--- src/pcv_map.svh ---
// register offsets, field ranges and reset values of the cable object builder
`ifndef PCV_MAP_SVH
`define PCV_MAP_SVH

`define PCV_OFF_CFG      4'h0
`define PCV_OFF_CTRL     4'h4
`define PCV_OFF_VDO      4'h8
`define PCV_OFF_STAT     4'hc

`define PCV_CFG_RST      32'h0008_2020
`define PCV_CTRL_RST     8'h00

`define PCV_F_HW         31:28
`define PCV_F_FW         27:24
`define PCV_F_VER        23:21
`define PCV_F_RSV20      20
`define PCV_F_PLUG       19:18
`define PCV_F_RSV17      17
`define PCV_F_LAT        16:13
`define PCV_F_TERM       12:11
`define PCV_F_VMAX       10:9
`define PCV_F_RSV8       8:7
`define PCV_F_CUR        6:5
`define PCV_F_RSV4       4:3
`define PCV_F_SS         2:0

`define PCV_C_PTYPE      2:0
`define PCV_C_DISC       3

`define PCV_VER_1P0      3'h0
`define PCV_PLUG_TYPEC   2'h2
`define PCV_PLUG_CAPT    2'h3
`define PCV_LAT_MIN      4'h1
`define PCV_LAT_MAX      4'h8
`define PCV_TERM_NOVC    2'h0
`define PCV_TERM_VC      2'h1
`define PCV_CUR_3A       2'h1
`define PCV_CUR_5A       2'h2
`define PCV_SS_USB2      3'h0
`define PCV_SS_GEN2      3'h2

`define PCV_RESP_OKAY    2'h0
`define PCV_RESP_SLVERR  2'h2

`endif

--- src/pcv_pkg.sv ---
// types shared by the cable object builder
package pcv_pkg;
    typedef enum logic [2:0] {
        PCV_PT_NONE    = 3'h0,
        PCV_PT_PASSIVE = 3'h3,
        PCV_PT_ACTIVE  = 3'h4
    } pcv_ptype_e;
endpackage

--- src/pcv_builder.sv ---
// passive cable object builder with axi4-lite register slave
//
// Implementation choices: the AXI4-Lite slave port and the register addresses.
`timescale 1ns/1ns
`default_nettype none
`include "pcv_map.svh"

// Functional notes
// - object offered whenever product type is passive cable or active cable
// - hardware version in bits 31:28, firmware version in bits 27:24
// - version field bits 23:21 always 000b, never reserved codes
// - single reserved bits 20 and 17 always zero
// - plug kind bits 19:18 only 10b or 11b
// - latency bits 16:13 only 0001b to 1000b
// - termination bits 12:11 only 00b or 01b
// - discover identity only plug sends termination 00b
// - maximum vbus voltage coded in bits 10:9, all four codes valid
// - reserved pairs 8:7 and 4:3 always zero
// - current capability bits 6:5 only 01b or 10b
// - superspeed bits 2:0 only 000b to 010b
module pcv_builder (
    input  wire logic        aclk,
    input  wire logic        aresetn,
    input  wire logic [3:0]  s_axi_awaddr,
    input  wire logic        s_axi_awvalid,
    output logic             s_axi_awready,
    input  wire logic [31:0] s_axi_wdata,
    input  wire logic [3:0]  s_axi_wstrb,
    input  wire logic        s_axi_wvalid,
    output logic             s_axi_wready,
    output logic [1:0]       s_axi_bresp,
    output logic             s_axi_bvalid,
    input  wire logic        s_axi_bready,
    input  wire logic [3:0]  s_axi_araddr,
    input  wire logic        s_axi_arvalid,
    output logic             s_axi_arready,
    output logic [31:0]      s_axi_rdata,
    output logic [1:0]       s_axi_rresp,
    output logic             s_axi_rvalid,
    input  wire logic        s_axi_rready,
    input  wire logic        nv_load,
    input  wire logic [31:0] nv_cfg,
    input  wire logic [7:0]  nv_ctrl,
    output logic [31:0]      vdo_word,
    output logic             vdo_send_en,
    output logic             cfg_error
);
    // =========================================================
    // state
    logic [31:0] cfg_r,      cfg_nxt;
    logic [7:0]  ctrl_r,     ctrl_nxt;
    logic [31:0] vdo_r,      vdo_nxt;
    logic        send_r,     send_nxt;
    logic        err_r,      err_nxt;
    logic [4:0]  ferr_r,     ferr_nxt;
    logic        aw_got_r,   aw_got_nxt;
    logic [3:0]  awaddr_r,   awaddr_nxt;
    logic        w_got_r,    w_got_nxt;
    logic [31:0] wdata_r,    wdata_nxt;
    logic [3:0]  wstrb_r,    wstrb_nxt;
    logic        bvalid_r,   bvalid_nxt;
    logic [1:0]  bresp_r,    bresp_nxt;
    logic        rvalid_r,   rvalid_nxt;
    logic [31:0] rdata_r,    rdata_nxt;
    logic [1:0]  rresp_r,    rresp_nxt;

    logic [1:0]  plug_f;
    logic [3:0]  lat_f;
    logic [1:0]  term_f;
    logic [1:0]  cur_f;
    logic [2:0]  ss_f;
    logic [4:0]  bad;
    logic        disc_only;
    logic        do_write;
    logic [31:0] wmerge;
    logic [31:0] ctrl_word;

    // =========================================================
    // field checks
    pcv_field_fix #(.W(2), .LO(`PCV_PLUG_TYPEC), .HI(`PCV_PLUG_CAPT),
                    .DEF(`PCV_PLUG_TYPEC)) u_plug (
        .field_in  (cfg_r[`PCV_F_PLUG]),
        .field_out (plug_f),
        .bad       (bad[0])
    );
    pcv_field_fix #(.W(4), .LO(`PCV_LAT_MIN), .HI(`PCV_LAT_MAX),
                    .DEF(`PCV_LAT_MAX)) u_lat (
        .field_in  (cfg_r[`PCV_F_LAT]),
        .field_out (lat_f),
        .bad       (bad[1])
    );
    pcv_field_fix #(.W(2), .LO(`PCV_TERM_NOVC), .HI(`PCV_TERM_VC),
                    .DEF(`PCV_TERM_VC)) u_term (
        .field_in  (cfg_r[`PCV_F_TERM]),
        .field_out (term_f),
        .bad       (bad[2])
    );
    pcv_field_fix #(.W(2), .LO(`PCV_CUR_3A), .HI(`PCV_CUR_5A),
                    .DEF(`PCV_CUR_3A)) u_cur (
        .field_in  (cfg_r[`PCV_F_CUR]),
        .field_out (cur_f),
        .bad       (bad[3])
    );
    pcv_field_fix #(.W(3), .LO(`PCV_SS_USB2), .HI(`PCV_SS_GEN2),
                    .DEF(`PCV_SS_USB2)) u_ss (
        .field_in  (cfg_r[`PCV_F_SS]),
        .field_out (ss_f),
        .bad       (bad[4])
    );

    // =========================================================
    // object assembly
    always_comb begin
        disc_only = ctrl_r[`PCV_C_DISC];
        vdo_nxt = '0;
        vdo_nxt[`PCV_F_HW]   = cfg_r[`PCV_F_HW];
        vdo_nxt[`PCV_F_FW]   = cfg_r[`PCV_F_FW];
        vdo_nxt[`PCV_F_VER]  = `PCV_VER_1P0;
        vdo_nxt[`PCV_F_PLUG] = plug_f;
        vdo_nxt[`PCV_F_LAT]  = lat_f;
        vdo_nxt[`PCV_F_TERM] = disc_only ? `PCV_TERM_NOVC : term_f;
        vdo_nxt[`PCV_F_VMAX] = cfg_r[`PCV_F_VMAX];
        vdo_nxt[`PCV_F_CUR]  = cur_f;
        vdo_nxt[`PCV_F_SS]   = ss_f;
        send_nxt = (ctrl_r[`PCV_C_PTYPE] == pcv_pkg::PCV_PT_PASSIVE) ||
                   (ctrl_r[`PCV_C_PTYPE] == pcv_pkg::PCV_PT_ACTIVE);
        ferr_nxt = bad;
        err_nxt  = |bad;
    end

    // =========================================================
    // axi4-lite write side
    always_comb begin
        aw_got_nxt = aw_got_r;
        awaddr_nxt = awaddr_r;
        w_got_nxt  = w_got_r;
        wdata_nxt  = wdata_r;
        wstrb_nxt  = wstrb_r;
        bvalid_nxt = bvalid_r;
        bresp_nxt  = bresp_r;
        cfg_nxt    = cfg_r;
        ctrl_nxt   = ctrl_r;
        if (s_axi_awvalid && s_axi_awready) begin
            aw_got_nxt = 1'b1;
            awaddr_nxt = s_axi_awaddr;
        end
        if (s_axi_wvalid && s_axi_wready) begin
            w_got_nxt = 1'b1;
            wdata_nxt = s_axi_wdata;
            wstrb_nxt = s_axi_wstrb;
        end
        do_write = aw_got_r && w_got_r && !bvalid_r;
        wmerge = (awaddr_r == `PCV_OFF_CFG) ? cfg_r : {24'h00_0000, ctrl_r};
        for (int i = 0; i < 4; i++) begin
            if (wstrb_r[i]) begin
                wmerge[i*8 +: 8] = wdata_r[i*8 +: 8];
            end
        end
        if (do_write) begin
            aw_got_nxt = 1'b0;
            w_got_nxt  = 1'b0;
            bvalid_nxt = 1'b1;
            bresp_nxt  = `PCV_RESP_OKAY;
            unique case (awaddr_r)
                `PCV_OFF_CFG:  cfg_nxt  = wmerge;
                `PCV_OFF_CTRL: ctrl_nxt = wmerge[7:0];
                `PCV_OFF_VDO,
                `PCV_OFF_STAT: bresp_nxt = `PCV_RESP_OKAY;
                default:       bresp_nxt = `PCV_RESP_SLVERR;
            endcase
        end
        if (bvalid_r && s_axi_bready) begin
            bvalid_nxt = 1'b0;
        end
        if (nv_load) begin
            cfg_nxt  = nv_cfg;
            ctrl_nxt = nv_ctrl;
        end
    end

    // =========================================================
    // axi4-lite read side
    always_comb begin
        rvalid_nxt = rvalid_r;
        rdata_nxt  = rdata_r;
        rresp_nxt  = rresp_r;
        ctrl_word  = {24'h00_0000, ctrl_r};
        if (s_axi_arvalid && s_axi_arready) begin
            rvalid_nxt = 1'b1;
            rresp_nxt  = `PCV_RESP_OKAY;
            unique case (s_axi_araddr)
                `PCV_OFF_CFG:  rdata_nxt = cfg_r;
                `PCV_OFF_CTRL: rdata_nxt = ctrl_word;
                `PCV_OFF_VDO:  rdata_nxt = vdo_r;
                `PCV_OFF_STAT: rdata_nxt = {25'h000_0000, ferr_r, err_r, send_r};
                default: begin
                    rdata_nxt = '0;
                    rresp_nxt = `PCV_RESP_SLVERR;
                end
            endcase
        end else if (rvalid_r && s_axi_rready) begin
            rvalid_nxt = 1'b0;
        end
    end

    always_comb begin
        s_axi_awready = !aw_got_r && !bvalid_r;
        s_axi_wready  = !w_got_r && !bvalid_r;
        s_axi_arready = !rvalid_r;
        s_axi_bvalid  = bvalid_r;
        s_axi_bresp   = bresp_r;
        s_axi_rvalid  = rvalid_r;
        s_axi_rdata   = rdata_r;
        s_axi_rresp   = rresp_r;
        vdo_word      = vdo_r;
        vdo_send_en   = send_r;
        cfg_error     = err_r;
    end

    // =========================================================
    // registers
    always_ff @(posedge aclk) begin
        if (!aresetn) begin
            cfg_r    <= `PCV_CFG_RST;
            ctrl_r   <= `PCV_CTRL_RST;
            vdo_r    <= '0;
            send_r   <= 1'b0;
            err_r    <= 1'b0;
            ferr_r   <= '0;
            aw_got_r <= 1'b0;
            awaddr_r <= '0;
            w_got_r  <= 1'b0;
            wdata_r  <= '0;
            wstrb_r  <= '0;
            bvalid_r <= 1'b0;
            bresp_r  <= `PCV_RESP_OKAY;
            rvalid_r <= 1'b0;
            rdata_r  <= '0;
            rresp_r  <= `PCV_RESP_OKAY;
        end else begin
            cfg_r    <= cfg_nxt;
            ctrl_r   <= ctrl_nxt;
            vdo_r    <= vdo_nxt;
            send_r   <= send_nxt;
            err_r    <= err_nxt;
            ferr_r   <= ferr_nxt;
            aw_got_r <= aw_got_nxt;
            awaddr_r <= awaddr_nxt;
            w_got_r  <= w_got_nxt;
            wdata_r  <= wdata_nxt;
            wstrb_r  <= wstrb_nxt;
            bvalid_r <= bvalid_nxt;
            bresp_r  <= bresp_nxt;
            rvalid_r <= rvalid_nxt;
            rdata_r  <= rdata_nxt;
            rresp_r  <= rresp_nxt;
        end
    end

    // =========================================================
    // checks
    send_when_a: assert property (@(posedge aclk) disable iff (!aresetn)
        aresetn |=> (send_r == (($past(ctrl_r[`PCV_C_PTYPE]) == pcv_pkg::PCV_PT_PASSIVE) ||
                        ($past(ctrl_r[`PCV_C_PTYPE]) == pcv_pkg::PCV_PT_ACTIVE))))
        else $error("send enable does not follow product type");
    hw_fw_copy_a: assert property (@(posedge aclk) disable iff (!aresetn)
        aresetn |=> (vdo_r[`PCV_F_HW] == $past(cfg_r[`PCV_F_HW]) &&
                     vdo_r[`PCV_F_FW] == $past(cfg_r[`PCV_F_FW])))
        else $error("version nibbles not copied");
    ver_zero_a: assert property (@(posedge aclk) disable iff (!aresetn)
        vdo_r[`PCV_F_VER] == `PCV_VER_1P0)
        else $error("object version not 000b");
    rsv_single_a: assert property (@(posedge aclk) disable iff (!aresetn)
        !vdo_r[`PCV_F_RSV20] && !vdo_r[`PCV_F_RSV17])
        else $error("reserved single bit set");
    plug_legal_a: assert property (@(posedge aclk) disable iff (!aresetn)
        aresetn |=> (vdo_r[`PCV_F_PLUG] == (($past(cfg_r[`PCV_F_PLUG]) < `PCV_PLUG_TYPEC) ?
                     `PCV_PLUG_TYPEC : $past(cfg_r[`PCV_F_PLUG]))))
        else $error("plug code illegal");
    lat_legal_a: assert property (@(posedge aclk) disable iff (!aresetn)
        aresetn |=> (vdo_r[`PCV_F_LAT] >= `PCV_LAT_MIN && vdo_r[`PCV_F_LAT] <= `PCV_LAT_MAX))
        else $error("latency code illegal");
    term_legal_a: assert property (@(posedge aclk) disable iff (!aresetn)
        aresetn |=> (vdo_r[`PCV_F_TERM] <= `PCV_TERM_VC))
        else $error("termination code illegal");
    term_disc_a: assert property (@(posedge aclk) disable iff (!aresetn)
        ctrl_r[`PCV_C_DISC] |=> (vdo_r[`PCV_F_TERM] == `PCV_TERM_NOVC))
        else $error("discover only plug not 00b");
    vmax_copy_a: assert property (@(posedge aclk) disable iff (!aresetn)
        aresetn |=> (vdo_r[`PCV_F_VMAX] == $past(cfg_r[`PCV_F_VMAX])))
        else $error("voltage code not copied");
    rsv_pairs_a: assert property (@(posedge aclk) disable iff (!aresetn)
        vdo_r[`PCV_F_RSV8] == 2'h0 && vdo_r[`PCV_F_RSV4] == 2'h0)
        else $error("reserved pair set");
    cur_legal_a: assert property (@(posedge aclk) disable iff (!aresetn)
        aresetn |=> (vdo_r[`PCV_F_CUR] == `PCV_CUR_3A || vdo_r[`PCV_F_CUR] == `PCV_CUR_5A))
        else $error("current code illegal");
    ss_legal_a: assert property (@(posedge aclk) disable iff (!aresetn)
        vdo_r[`PCV_F_SS] <= `PCV_SS_GEN2)
        else $error("superspeed code illegal");
    word_hold_a: assert property (@(posedge aclk) disable iff (!aresetn)
        (aresetn && $past(aresetn) && $stable(cfg_r) && $stable(ctrl_r)) ##1
        ($stable(cfg_r) && $stable(ctrl_r)) |-> $stable(vdo_r))
        else $error("object changed without new settings");
    err_flag_a: assert property (@(posedge aclk) disable iff (!aresetn)
        aresetn |=> (err_r == ($past(cfg_r[`PCV_F_PLUG]) < `PCV_PLUG_TYPEC ||
                       $past(cfg_r[`PCV_F_TERM]) > `PCV_TERM_VC ||
                       $past(cfg_r[`PCV_F_LAT]) == 4'h0 ||
                       $past(cfg_r[`PCV_F_LAT]) > `PCV_LAT_MAX ||
                       $past(cfg_r[`PCV_F_CUR]) == 2'h0 ||
                       $past(cfg_r[`PCV_F_CUR]) == 2'h3 ||
                       $past(cfg_r[`PCV_F_SS]) > `PCV_SS_GEN2)))
        else $error("error flag wrong");
endmodule
`default_nettype wire

--- src/pcv_field_fix.sv ---
// range check and substitution for one coded field
`timescale 1ns/1ns
`default_nettype none
module pcv_field_fix #(
    parameter int           W   = 2,
    parameter logic [W-1:0] LO  = '0,
    parameter logic [W-1:0] HI  = '1,
    parameter logic [W-1:0] DEF = '0
) (
    input  wire logic [W-1:0] field_in,
    output logic      [W-1:0] field_out,
    output logic              bad
);
    // out of range codes are replaced so they never leave the block
    always_comb begin
        bad       = (field_in < LO) || (field_in > HI);
        field_out = bad ? DEF : field_in;
    end
endmodule
`default_nettype wire

--- config.mk ---
export PLATFORM = sky130hd
export DESIGN_NAME = pcv_builder
export DESIGN_NICKNAME = d
export VERILOG_FILES = /design/src/pcv_pkg.sv /design/src/pcv_builder.sv /design/src/pcv_field_fix.sv
export VERILOG_INCLUDE_DIRS = /design/src
export SDC_FILE = /design/constraint.sdc
export NUM_CORES = 1
export LEC_CHECK = 0
export ABC_AREA = 1
export BUFFER_PORTS_ARGS = -buffer_cell sky130_fd_sc_hd__buf_2
export CORE_MARGIN = 2
export CORE_UTILIZATION = 48
export CTS_BUF_LIST = sky130_fd_sc_hd__clkbuf_8
export CTS_CLUSTER_DIAMETER = 150
export DETAILED_ROUTE_END_ITERATION = 16
export GPL_TIMING_DRIVEN = 0
export PLACE_DENSITY_LB_ADDON = 0.12
export SLEW_MARGIN = 40
export SYNTH_ARGS = -nofsm -noshare
export SYNTH_HDL_FRONTEND = slang
export SYNTH_SLANG_ARGS = --single-unit
--- constraint.sdc ---
create_clock -name aclk -period 1.2 [get_ports aclk]
set_input_delay 0.06 -clock aclk [delete_from_list [all_inputs] [get_ports aclk]]
set_output_delay 0.06 -clock aclk [all_outputs]
set_load 0.005 [all_outputs]
==> results.toml <==
[worst_setup_path]
timing.critical_path.fanout_max = 8
start_kind = "register"
end_kind = "register"
setup.reg_to_reg.worst_slack_ns = -0.14
crit_chain = "nor2_4 > nand2_4 > nand2_4 > nand3_4 > buf_8 > o21ai_4 > a21oi_1"
reg2reg_from = "awaddr_r[0]"
cp_max_stage_delay_ns = 0.34
critical_path.reg2reg.endpoint = "cfg_r[31]"
critical_path.most_common_cell = "sky130_fd_sc_hd__nand2_4"
critPathArrivalTime_ns = 1.69
crit_type = "reg2reg"
timing.critical_path.slowest_stage_cell = "sky130_fd_sc_hd__dfxtp_2"
critPathRequiredTime_ns = 1.55
reg2reg_depth = 7

[timing]
fin_ws_ns = -0.137
finalMaxSlewViolations = 0
setup-violations-final = 63
hold_viol = 0
period_needed_ns = 1.34
fin_crit_sh_pct = 111
rsz0062_at_grt = "yes"
maxSlewHeadroom_pct = 55.8
finClkSkew_ns = 0.0135
tightest_slew_ns = 0.663
clock.fmax_ghz = 0.748

[drt]
post_route_drc = 0
initial_drc_count = 558
totalWireLength_mm = 18.6
count_of_vias_placed_by_the_detailed_router = 6599
via_per_inst = 4.95
detailedRoute.firstPassIterationCount = 5
routed_wire_length_per_instance_um = 14.0
drt.antenna.violating_nets = 0

[run_status]
violations = "setup timing"
outcome = "finished with violations"

[floorplanning]
floorplan.initialDensity_pct = 49.2
fp.dieArea_um2 = 13900
die_h_um = 118
num_io_pins = 167
core_box_area_um2 = 12700
die_w_um = 118
core.rowCount = 41

[power]
seq_power_share_pct = 46.3
share_comb_of_total_power_pct = 18.5
netSwitchingPower_mw = 3.45
p_per_area_nw_per_um2 = 1340
relative_contribution_of_the_clock_network_to_total_power_pct = 35.3
static-leakage-power_nw = 4.17
design_power_total_mw = 12.0
p_sw_share_pct = 28.8
p_int_mw = 8.55
power.ir.vdd_worst_mv = 0.767

[grt]
global_route.peak_usage_layer = "met2"
grtUsageTotal_pct = 26.8
use_met3_pct = 5.86
maximum_number_of_pins_on_one_net_before_global_route_repair = 17
grt_antenna_before_repair = 0
global_route_wire_length_before_repair_mm = 29.8
grt-ovfl-total = 0
first_global_vias = 6134
grt.met1_usage_pct = 34.7
globalRouteMet2Util_pct = 44.2

[finish]
fillcell_total = 1085
layout_cells_sized_above_1_pct = 27.3
final_common_cell = "sky130_fd_sc_hd__nand2_1"
area_growth_syn_to_layout_pct = 43.2
layout.cells.most_common_list = "sky130_fd_sc_hd__nand2_1 (181), sky130_fd_sc_hd__buf_2 (169), sky130_fd_sc_hd__dfxtp_1 (140), sky130_fd_sc_hd__nor2_1 (95), sky130_fd_sc_hd__nand3_1 (86)"
num-nets-final = 1240
finish.cell_count_without_fillers = 1332
antenna_cells_inserted = 0

[hold_path]
whs_path_depth = 5
min_delay_worst_endpoint = "cfg_r[18]"
worstHoldStart = "nv_cfg[18]"
timing.hold.worst.class = "in2reg"

[cts]
cts-buffers-inserted = 17
cts.sinks = 148
clock-root-buffer = "sky130_fd_sc_hd__clkbuf_8"
clock_tree.buffer_depth = 2
tritoncts = "built"
cts-htree-levels = 4
clock_latency_of_the_later_clocked_register_in_the_worst_skew_pair_ns = 0.45
clk_transition_reported_paths_ns = 0.08

[placement]
place_congestion = 0.863
number_of_cells_after_detailed_placement = 1214
dpl.hpwl_mm = 12.8
port_buf_inserts = 155

[synth]
synth_edf_count = 0
netlist_area_um2 = 6230
synth.lib_cells_used.distinct = 32
seq_area_frac_synth_pct = 47.5
syn_avg_cell_area_um2 = 7.13
synth-seq-cells = 148
ys_async_sr_fraction_pct = 0
dominantRegCellSynth = "sky130_fd_sc_hd__dfxtp_1"
synth_top_cell_by_area = "sky130_fd_sc_hd__dfxtp_1"
syn_inst = 875
post_synth_main_area_contributors = "sky130_fd_sc_hd__dfxtp_1 (48%), sky130_fd_sc_hd__nand2_1 (11%), sky130_fd_sc_hd__a21oi_1 (7.8%), sky130_fd_sc_hd__o21ai_0 (7.5%), sky130_fd_sc_hd__nand3_1 (7.2%)"
ys_warn_count = 0
synth_top_area_share_pct = 47.5

[run]
maxCapViolCount = 0
[metrics by stage]
step	setup slack [ns]	area (um2)	hold WS (ns)	TNS [ns]	utilization [%]
floorplan	-0.0912	6330	0.0877	-1.25	-
global placement	-0.406	7320	0.178	-24.86	57.8
detailed placement	-0.410	7320	0.179	-26.83	57.8
CTS	-0.0773	8680	0.00200	-1.64	68.5
global route	-0.211	8930	0.0323	-6.97	70.5
finish	-0.137	8930	0.00571	-3.01	70.5
[registers in the layout (all words and copies together), names as in the netlist]
| signal | cells |
|---|---|
| ferr_r | 5 |
| s_axi_bvalid | 1 |
| wstrb_r | 4 |
| vdo_word | 23 |
| s_axi_rvalid | 1 |
| w_got_r | 1 |
| s_axi_rresp | 1 |
| aw_got_r | 1 |
| awaddr_r | 4 |
| cfg_r | 32 |
| s_axi_bresp | 1 |
| wdata_r | 32 |
| vdo_send_en | 1 |
| s_axi_rdata | 32 |
| ctrl_r | 8 |
| cfg_error | 1 |
[critical path, delay by kind of cell, from the launching register on]
family,cells,cell delay (ns)
AOI/OAI and AO/OA,2,0.17
and+or+nand+nor,4,0.52
buffers and inverters,1,0.20
DFF,1,0.34
[worst max path at each step]
stage,from,to,cells after the start
after floorplan,awaddr_r[2],cfg_r[4],6
final,awaddr_r[0],cfg_r[31],7
after global routing,s_axi_bvalid,cfg_r[19],8
after CTS,s_axi_bvalid,wdata_r[26],7
after global placement,s_axi_rvalid,s_axi_rdata[0],6
after detailed placement,s_axi_rvalid,s_axi_rdata[1],6
[cell type report]
class | instances | area (um2) | share of cell area [%]
Sequential cell | 148 | 2980 | 33.3
Inverter | 69 | 264 | 2.96
Buffer | 59 | 363 | 4.06
Clock buffer | 17 | 234 | 2.62
Tap cell | 172 | 215 | 2.41
Clock inverter | 15 | 204 | 2.28
Timing Repair Buffer | 241 | 1620 | 18.2
Multi-Input combinational cell | 611 | 3050 | 34.1
[synth_stat cells (2+ instances only)]
library cell	instances
sky130_fd_sc_hd__buf_6	2
sky130_fd_sc_hd__a21oi_1	97
sky130_fd_sc_hd__nor2_1	99
sky130_fd_sc_hd__nand2_1	191
sky130_fd_sc_hd__a21boi_0	7
sky130_fd_sc_hd__inv_1	67
sky130_fd_sc_hd__nor2_2	2
sky130_fd_sc_hd__dfxtp_1	148
sky130_fd_sc_hd__buf_2	13
sky130_fd_sc_hd__nor3_1	2
sky130_fd_sc_hd__nand3_1	90
sky130_fd_sc_hd__buf_1	6
sky130_fd_sc_hd__o21ai_0	94
sky130_fd_sc_hd__buf_4	13
sky130_fd_sc_hd__clkbuf_1	26
sky130_fd_sc_hd__nand3_2	2
[layer usage]
| layer | vias up | wire length, um |
|---|---|---|
| li1 | 3371 | - |
| met1 | 2950 | 8410 |
| met2 | 243 | 8690 |
| met3 | 35 | 1150 |
| met4 | 0 | 376 |
| met5 | - | 0 |
[logic make-up (layout without fill, tap and decap cells)]
family / Yosys count / after routing / share of synthesized area (%)
xor+xnor: 1 / 1 / 0.141
buf+inv: 129 / 401 / 9.05
fa+ha+maj: 1 / 1 / 0.201
simple gates: 391 / 392 / 26.0
flops: 148 / 148 / 47.5
compound gates: 204 / 204 / 17.0
other cells: 1 / 13 / 0.0601
[timing repair]
action,CTS,global route
pin swaps,9,11
gates cloned,2,1
hold buffers,66,1
hold endpoints to repair,65,6
setup endpoints to repair,113,114
setup buffers,14,4
resized for setup,61,74
[power groups by stage]
stage               Clock (mW)  Combinational [mW]  Sequential (mW)
floorplan                    0                1.11             5.57
global placement             0                1.66             5.62
detailed placement           0                1.68             5.63
CTS                       4.26                2.01             5.53
global route              4.48                2.44             5.59
finish                    4.23                2.21             5.55
Note: power is estimated with default switching activity, not from simulation.
